[src/rtl/tof_pkg.sv]
// Purpose: Shared constants and types for the ultrasonic time-of-flight ranger
// Assumes: 50 MHz reference clock
// Notes: Cycle counts are derived from printed times and rates
package tof_pkg;

  // Clock rate
  localparam real CLK_HZ = 50.0e6;

  // Periodic start interval in continuous mode
  localparam real START_PERIOD_MS = 204.8;
  localparam int unsigned START_PERIOD_CYC = int'(START_PERIOD_MS * 1.0e-3 * CLK_HZ);

  // Transmit tone and its half period
  localparam real TONE_HZ = 40.0e3;
  localparam int unsigned TONE_HALF_CYC = int'(CLK_HZ / (2.0 * TONE_HZ));

  // Sound speed in inches per second; one inch of range is two inches of flight
  localparam real SOUND_IN_PER_S = 13627.2;
  localparam int unsigned INCH_RT_CYC = int'(2.0 * CLK_HZ / SOUND_IN_PER_S);

  // Default burst length in tone cycles
  localparam int unsigned BURST_CYCLES_DEF = 8;

  // Range limits in inches
  localparam int unsigned DIST_W = 7;
  localparam logic [6:0] MIN_INCHES = 7'h06;
  localparam logic [6:0] MAX_INCHES = 7'h63;
  localparam logic [6:0] ZERO_INCHES = 7'h00;

  // Synchroniser lane positions
  localparam int unsigned SYNC_W = 3;
  localparam int unsigned LANE_ECHO = 0;
  localparam int unsigned LANE_BUTTON = 1;
  localparam int unsigned LANE_MODE = 2;

  // Measurement result carrier
  typedef struct packed {
    logic valid;
    logic out_of_range;
    logic [6:0] inches;
  } result_t;

  // Measurement sequencer states
  typedef enum logic [2:0] {
    ST_IDLE = 3'b001,
    ST_BURST = 3'b010,
    ST_LISTEN = 3'b100
  } meas_state_t;

endpackage : tof_pkg

[src/rtl/tick_gen.sv]
// Purpose: Counter that emits a one-cycle enable pulse every PERIOD cycles
// Assumes: Single clock, synchronous active-high reset
// Notes: Clear restarts the count so the first pulse lands PERIOD cycles later
`timescale 1ns/1ps
module tick_gen #(
  parameter int unsigned PERIOD = 2
) (
  input wire logic ref_clk,
  input wire logic sys_rst,
  input wire logic clear,
  input wire logic enable,
  output logic tick
);

  localparam int unsigned CW = (PERIOD > 1) ? $clog2(PERIOD) : 1;
  localparam logic [CW-1:0] LAST = CW'(PERIOD - 1);
  localparam logic [CW-1:0] ONE = CW'(1);

  logic [CW-1:0] cnt_ff;
  logic tick_ff;

  // Period counter and pulse
  always_ff @(posedge ref_clk)
  begin
    if (sys_rst || clear || !enable)
    begin
      cnt_ff <= '0;
      tick_ff <= 1'b0;
    end
    else if (cnt_ff == LAST)
    begin
      cnt_ff <= '0;
      tick_ff <= 1'b1;
    end
    else
    begin
      cnt_ff <= cnt_ff + ONE;
      tick_ff <= 1'b0;
    end
  end

  assign tick = tick_ff;

endmodule : tick_gen

[src/rtl/sync2.sv]
// Purpose: Two-flop synchroniser for asynchronous pin levels
// Assumes: Inputs are slow levels relative to the clock
// Notes: Only the second stage may be read by logic
`timescale 1ns/1ps
module sync2 #(
  parameter int unsigned WIDTH = 1
) (
  input wire logic ref_clk,
  input wire logic sys_rst,
  input wire logic [WIDTH-1:0] async_in,
  output logic [WIDTH-1:0] sync_out
);

  logic [WIDTH-1:0] meta_ff;
  logic [WIDTH-1:0] stable_ff;

  // Two stages, first feeds only the second
  always_ff @(posedge ref_clk)
  begin
    if (sys_rst)
    begin
      meta_ff <= '0;
      stable_ff <= '0;
    end
    else
    begin
      meta_ff <= async_in;
      stable_ff <= meta_ff;
    end
  end

  assign sync_out = stable_ff;

endmodule : sync2

[src/rtl/ultrasonic_tof_ranger.sv]
// Purpose: Ultrasonic time-of-flight ranger: burst, listen, time echo, report inches
// Assumes: 50 MHz ref_clk, synchronous active-high sys_rst, async pins synchronised
// Notes: Distance counts whole inches of range while the echo is awaited
// Behaviour
// RULE_01 - Continuous mode starts a measurement every 204.8 ms unprompted.
// RULE_02 - Manual mode starts one measurement per button press, never periodically.
// RULE_03 - Busy indicator is on exactly while a measurement runs.
// RULE_04 - Each measurement begins with a 40 kHz square burst on transmit drive.
// RULE_05 - After the burst the transmit drive stays idle until measurement ends.
// RULE_06 - Comparator assertion while listening marks echo arrival.
// RULE_07 - Round-trip time is counted from burst start to echo.
// RULE_08 - Distance in inches is 13627.2 times round-trip seconds, halved.
// RULE_09 - Distance is reported as whole inches, one inch resolution.
// RULE_10 - Echoes before 6 inches of range are ignored; no smaller result.
// RULE_11 - Results above 99 inches are out of range.
// RULE_12 - No echo within the window gives an out-of-range flag.
// RULE_13 - Burst length in tone cycles is a parameter, fixed per measurement.
// RULE_14 - Listening times out at the 99 inch round trip, out of range.
`timescale 1ns/1ps
module ultrasonic_tof_ranger
  import tof_pkg::*;
#(
  parameter int unsigned BURST_CYCLES = BURST_CYCLES_DEF,
  parameter int unsigned START_CYC = START_PERIOD_CYC,
  parameter int unsigned INCH_CYC = INCH_RT_CYC
) (
  input wire logic ref_clk,
  input wire logic sys_rst,
  input wire logic continuous_mode,
  input wire logic start_button,
  input wire logic echo_cmp,
  output logic tx_drive,
  output logic busy_led,
  output result_t result
);

  localparam int unsigned HALF_W = $clog2(2 * BURST_CYCLES + 1);
  localparam logic [HALF_W-1:0] HALF_LAST = HALF_W'(2 * BURST_CYCLES - 1);
  localparam logic [HALF_W-1:0] HALF_ONE = HALF_W'(1);
  localparam logic [6:0] INCH_ONE = 7'h01;

  //////////////////////////////////////////////////////////////////////////////
  // Pin synchronisation and edge detection

  logic [SYNC_W-1:0] pins_sync;
  logic echo_s;
  logic button_s;
  logic mode_s;
  logic button_prev_ff;
  logic button_rise;

  sync2 #(
    .WIDTH(SYNC_W)
  ) u_sync (
    .ref_clk(ref_clk),
    .sys_rst(sys_rst),
    .async_in({continuous_mode, start_button, echo_cmp}),
    .sync_out(pins_sync)
  );

  // Lane split of synchronised pins
  assign echo_s = pins_sync[LANE_ECHO];
  assign button_s = pins_sync[LANE_BUTTON];
  assign mode_s = pins_sync[LANE_MODE];

  // Button press edge
  always_ff @(posedge ref_clk)
  begin
    if (sys_rst)
      button_prev_ff <= 1'b0;
    else
      button_prev_ff <= button_s;
  end

  assign button_rise = button_s && !button_prev_ff;

  //////////////////////////////////////////////////////////////////////////////
  // Rate dividers

  meas_state_t state_ff;
  meas_state_t nxt_state;
  logic start_req;
  logic period_tick;
  logic half_tick;
  logic inch_tick;
  logic launch;

  // Periodic trigger runs only in continuous mode
  tick_gen #(
    .PERIOD(START_CYC)
  ) u_period (
    .ref_clk(ref_clk),
    .sys_rst(sys_rst),
    .clear(1'b0),
    .enable(mode_s),
    .tick(period_tick)
  );

  // Tone half-period, restarted at each launch
  tick_gen #(
    .PERIOD(TONE_HALF_CYC)
  ) u_tone (
    .ref_clk(ref_clk),
    .sys_rst(sys_rst),
    .clear(launch),
    .enable(state_ff == ST_BURST),
    .tick(half_tick)
  );

  // One inch of range per tick, restarted at each launch
  tick_gen #(
    .PERIOD(INCH_CYC)
  ) u_inch (
    .ref_clk(ref_clk),
    .sys_rst(sys_rst),
    .clear(launch),
    .enable(state_ff != ST_IDLE),
    .tick(inch_tick)
  );

  //////////////////////////////////////////////////////////////////////////////
  // Measurement sequencer

  logic [HALF_W-1:0] half_cnt_ff;
  logic [6:0] inch_cnt_ff;
  logic echo_hit;
  logic timeout;
  logic burst_done;

  // Trigger source follows the mode
  assign start_req = mode_s ? period_tick : button_rise; // RULE_01 RULE_02
  assign launch = (state_ff == ST_IDLE) && start_req;
  assign burst_done = (state_ff == ST_BURST) && half_tick && (half_cnt_ff == HALF_LAST);
  // Echo only counts once past the blind zone
  assign echo_hit = (state_ff == ST_LISTEN) && echo_s && (inch_cnt_ff >= MIN_INCHES); // RULE_06 RULE_10
  assign timeout = (state_ff == ST_LISTEN) && inch_tick && (inch_cnt_ff == MAX_INCHES); // RULE_14

  // Next state
  always_comb
  begin
    nxt_state = state_ff;
    unique case (state_ff)
      ST_IDLE:
        if (launch)
          nxt_state = ST_BURST;
      ST_BURST:
        if (burst_done)
          nxt_state = ST_LISTEN;
      ST_LISTEN:
        if (echo_hit || timeout)
          nxt_state = ST_IDLE;
      default:
        nxt_state = ST_IDLE;
    endcase
  end

  // State register
  always_ff @(posedge ref_clk)
  begin
    if (sys_rst)
      state_ff <= ST_IDLE;
    else
      state_ff <= nxt_state;
  end

  // Half-period count within the burst
  always_ff @(posedge ref_clk)
  begin
    if (sys_rst || launch)
      half_cnt_ff <= '0;
    else if ((state_ff == ST_BURST) && half_tick)
      half_cnt_ff <= half_cnt_ff + HALF_ONE; // RULE_13
  end

  // Round-trip time in inches of range since burst start
  always_ff @(posedge ref_clk)
  begin
    if (sys_rst || launch)
      inch_cnt_ff <= ZERO_INCHES; // RULE_07
    else if (inch_tick && (inch_cnt_ff != MAX_INCHES))
      inch_cnt_ff <= inch_cnt_ff + INCH_ONE; // RULE_08 RULE_09
  end

  //////////////////////////////////////////////////////////////////////////////
  // Outputs

  logic tx_ff;
  logic busy_ff;
  result_t result_ff;

  // Transmit drive toggles in burst, idle otherwise
  always_ff @(posedge ref_clk)
  begin
    if (sys_rst || (state_ff != ST_BURST))
      tx_ff <= 1'b0; // RULE_05
    else if (half_tick)
      tx_ff <= !tx_ff; // RULE_04
  end

  // Busy indicator
  always_ff @(posedge ref_clk)
  begin
    if (sys_rst)
      busy_ff <= 1'b0;
    else
      busy_ff <= (nxt_state != ST_IDLE); // RULE_03
  end

  // Result capture, valid pulses for one cycle
  always_ff @(posedge ref_clk)
  begin
    if (sys_rst)
      result_ff <= '0;
    else if (echo_hit)
    begin
      result_ff.valid <= 1'b1;
      result_ff.out_of_range <= 1'b0;
      result_ff.inches <= inch_cnt_ff; // RULE_07 RULE_09
    end
    else if (timeout)
    begin
      result_ff.valid <= 1'b1;
      result_ff.out_of_range <= 1'b1; // RULE_11 RULE_12
      result_ff.inches <= ZERO_INCHES;
    end
    else
      result_ff.valid <= 1'b0;
  end

  assign tx_drive = tx_ff;
  assign busy_led = busy_ff;
  assign result = result_ff;
endmodule : ultrasonic_tof_ranger

[config.mk]
export PLATFORM = sky130hd
export DESIGN_NAME = ultrasonic_tof_ranger
export DESIGN_NICKNAME = d
export VERILOG_FILES = /design/src/rtl/tof_pkg.sv /design/src/rtl/tick_gen.sv /design/src/rtl/sync2.sv /design/src/rtl/ultrasonic_tof_ranger.sv
export SDC_FILE = /design/constraint.sdc
export NUM_CORES = 1
export LEC_CHECK = 0
export BUFFER_PORTS_ARGS = -buffer_cell sky130_fd_sc_hd__buf_2
export CORE_MARGIN = 3
export CORE_UTILIZATION = 60
export DETAILED_ROUTE_END_ITERATION = 10
export HOLD_SLACK_MARGIN = 0.12
export PLACE_DENSITY = 0.77
export SLEW_MARGIN = 20
export SYNTH_ARGS = -nofsm -noshare
export SYNTH_HDL_FRONTEND = slang
export SYNTH_SLANG_ARGS = --single-unit
[constraint.sdc]
create_clock -name ref_clk -period 1.96 [get_ports ref_clk]
set_input_delay 0.196 -clock ref_clk [delete_from_list [all_inputs] [get_ports ref_clk]]
set_output_delay 0.196 -clock ref_clk [all_outputs]
set_load 0.03 [all_outputs]
==> flow_summary.toml <==
[sta]
period_share_pct = 92.53
hold_violation_count_in_the_final_report = 0
worst-slew-pin-transition_ps = 540.8
finClkSkew_ps = 11.83
setup_tns_ps = 0
timing.fmax_ghz = 0.5514
finalWorstPathRequiredPeriod_ps = 1814
slew_limit_fails = 0
grt_setup_unrepaired = "no"
timing.final.setup_violations = 0
slew_headroom_pct = 63.70

[global_routing]
globalRouteOverflowTotal = 0
via_count_of_the_first_global_routing_pass = 2378
gr-usage-all-layers_pct = 20.05
grt_first_pass_wirelength_um = 10490
antenna_found_initial = 0
grt_max_degree = 20

[min_path]
holdPathEnd = "result[8]"
hold_path_depth = 2
timing.hold.worst.class = "in2reg"
critical_hold_path_startpoint = "sys_rst"

[logic_synthesis]
syn-num-nets = 394
mappedNetlistArea_um2 = 3531
synth_enable_flop_cells = 0
synth_warnings = 0
synth_async_sr_flop_share_pct = 0
ys_seq_elements = 83
yosys_most_used_dff = "sky130_fd_sc_hd__dfxtp_1"
synth-seq-area-share_pct = 47.06
netlist-cell-type-count = 56
synthesis.instances = 380
avgSynthCellArea_um2 = 9.292

[routing]
routedWlPerCell_um = 13.50
postRouteAntennaNets = 0
postRouteWirelength_um = 6532
routed_via_density = 5.698
drc = 0
dr.pass1.iters = 4
detail_route.iter0.violations = 126
via_count = 2758

[setup_path]
worstSetupStartpoint = "u_sync.sync_out[2]"
worst-r2r-cell-count = 4
arrival_ps = 2060
worst_path_class_setup = "reg2reg"
worstReg2RegStart = "u_sync.sync_out[2]"
crit_path_max_fanout = 12
cp_data_required_time_ps = 2200
setup_slack_of_the_most_critical_reg_to_reg_path_ps = 150
worstSetupStartpointType = "register"
endpoint_kind = "register"
worst_r2r_endpoint = "half_cnt_ff[1]"

[clock_tree]
clkLatencyLatePin_ps = 360
clock_tree.root_cell = "sky130_fd_sc_hd__clkbuf_8"
clkTransAtPathRegs_ps = 80
cts-root-to-sink-buffers = 2
cts.sink_count = 83
clock_tree_from_tritoncts = "built"
postCtsSetupRepairBufs = 0
htreeDepth = 3
cts_buffers = 9

[pwr]
total_power_uw = 2992
sequential_power_share_pct = 56.7
leakagePower_uw = 0.001333
comb_power_share_pct = 1.6
net-switching-power_uw = 624.8
p_per_area_nw_per_um2 = 758.5
internal-power_uw = 2368
sw_frac_of_total_pct = 20.88
p_clk_share_pct = 41.7
peakVddDrop_v = 0.0005096

[layout]
synthToLayoutAreaGrowth_pct = 11.73
num-nets-final = 421
layout-drive-gt1-share_pct = 12.62
num_antenna_cells = 0
finish.utilization_pct = 70.35

[placement]
detailedPlacementHpwl_um = 4351
placement.io_buffers = 15
place_congestion = 0.7970

[status]
outcome = "completed"

[floorplanning]
dieArea_um2 = 6841
rows = 27
chipWidth_um = 82.71
floorplan.core_area_um2 = 5608
start_util_pct = 62.96
die_h_um = 82.71
ios = 16

[job]
maxCapViolations = 0
[layer usage]
layer	vias to the layer above	share of wire (%)	GRT usage (%)
li1	1395	-	-
met1	1295	48	24.97
met2	58	45	32.37
met3	10	4.7	5.748
met4	0	1.7	8.497
met5	-	0	0
[worst max-delay path, cell delays in order (launching register included)]
cell and delay, ps:
sky130_fd_sc_hd__dfxtp_1 330, sky130_fd_sc_hd__or3b_1 380, sky130_fd_sc_hd__a2111oi_1 550, sky130_fd_sc_hd__or2_2 350
sky130_fd_sc_hd__nor2_1 90
[cell usage in the layout (no fill, tap or decap), types with 6 or more instances in the layout]
cell                       instances
sky130_fd_sc_hd__a21oi_1          11
sky130_fd_sc_hd__a32o_1            7
sky130_fd_sc_hd__buf_2            15
sky130_fd_sc_hd__buf_4            10
sky130_fd_sc_hd__clkbuf_8         11
sky130_fd_sc_hd__dfxtp_1          82
sky130_fd_sc_hd__ha_1              9
sky130_fd_sc_hd__inv_1            14
sky130_fd_sc_hd__nand2_1          24
sky130_fd_sc_hd__nand3_1          13
sky130_fd_sc_hd__nand4_1          17
sky130_fd_sc_hd__nor2_1           62
sky130_fd_sc_hd__nor2b_1           9
sky130_fd_sc_hd__o21ai_0           6
sky130_fd_sc_hd__xnor2_1          16
sky130_fd_sc_hd__xor2_1           23
[power groups by stage]
stage	sequential (uW)	combinational (uW)	clock, uW
floorplan	1740	31.3	0
CTS	1700	47.0	1270
finish	1700	46.9	1250
global placement	1740	40.3	0
global route	1700	52.3	1360
detailed placement	1740	41.3	0
[state kept, by name, indices dropped and copies added (netlist names), 3 cells and up]
register,count
u_period.cnt_ff,24
u_tone.cnt_ff,10
u_sync.meta_ff,3
inch_cnt_ff,7
u_sync.sync_out,3
result,9
half_cnt_ff,5
u_inch.cnt_ff,13
state_ff,3
[timing repair]
| action | in CTS | in global routing |
|---|---|---|
| setup endpoints to repair | 0 | 21 |
| resized for setup | 0 | 3 |
| hold endpoints to repair | 3 | 0 |
| hold buffers | 3 | 0 |
[worst max-delay path by stage]
stage / slack, ps / end / cells past startpoint
final: 150 / half_cnt_ff[1] / 4
after global routing: 30 / state_ff[0] / 4
after CTS: 70 / result[2] / 5
after detailed placement: 90 / result[2] / 5
after global placement: 170 / state_ff[0] / 6
after floorplan: 270 / state_ff[0] / 6
[cell usage after synthesis, drive strengths merged, types with 3 or more instances]
library cell  instances  share of area (%)
or4                   4               0.96
xor2                 23                5.7
a21oi                12                1.8
ha                    9                3.2
nand2                24                2.6
and4                  7                1.8
nor4b                 5                1.4
a211oi                3               0.64
nor2b                 9                1.6
buf                   6                1.3
a21boi                4               0.85
nand3                14                2.3
o21ai                 8                1.1
and3                  4               0.71
or3                   6                1.1
nor3                  5               0.71
and2                  3               0.57
a32o                  7                2.0
dfxtp                83                 47
clkbuf                6               0.64
xnor2                16                4.0
nor4bb                3               0.85
nor2                 62                6.6
nand4                17                3.0
nor4                  3               0.71
inv                  14                1.5
o31ai                 4               0.85
[metrics by stage]
stage                     worst slack (ps)  instance area (um^2)  hold slack [ps]  std cells
final                                146.4                  3945            231.9        484
after global placement               172.9                  3702            415.4        465
after floorplan                      269.0                  3531            324.2        380
after detailed placement             89.87                  3702            422.3        465
after global routing                 30.05                  3945            244.3        484
after CTS                            66.53                  3936            222.9        484
[layout make-up]
type | count | area, um^2
inverter | 14 | 52.55
multi-input combinational | 271 | 1755
sequential | 83 | 1663
fill | 462 | 1663
clock inverter | 4 | 48.80
timing repair buffer | 28 | 180.2
clock buffer | 12 | 155.1
tap | 72 | 90.09
[cell families (layout without fill, tap and decap cells)]
family                     Yosys count  after routing  synth area share (%)
adders and majority gates            9              9                 3.189
xor gates and xnor gates            39             39                 9.674
AOI/OAI and AO/OA                   46             46                 9.214
buffers and inverters               26             58                 3.437
muxes                                2              2                0.5670
and+or+nand+nor                    175            175                 26.86
DFF                                 83             83                 47.06
No activity file was read; power rests on OpenSTA's default activity.
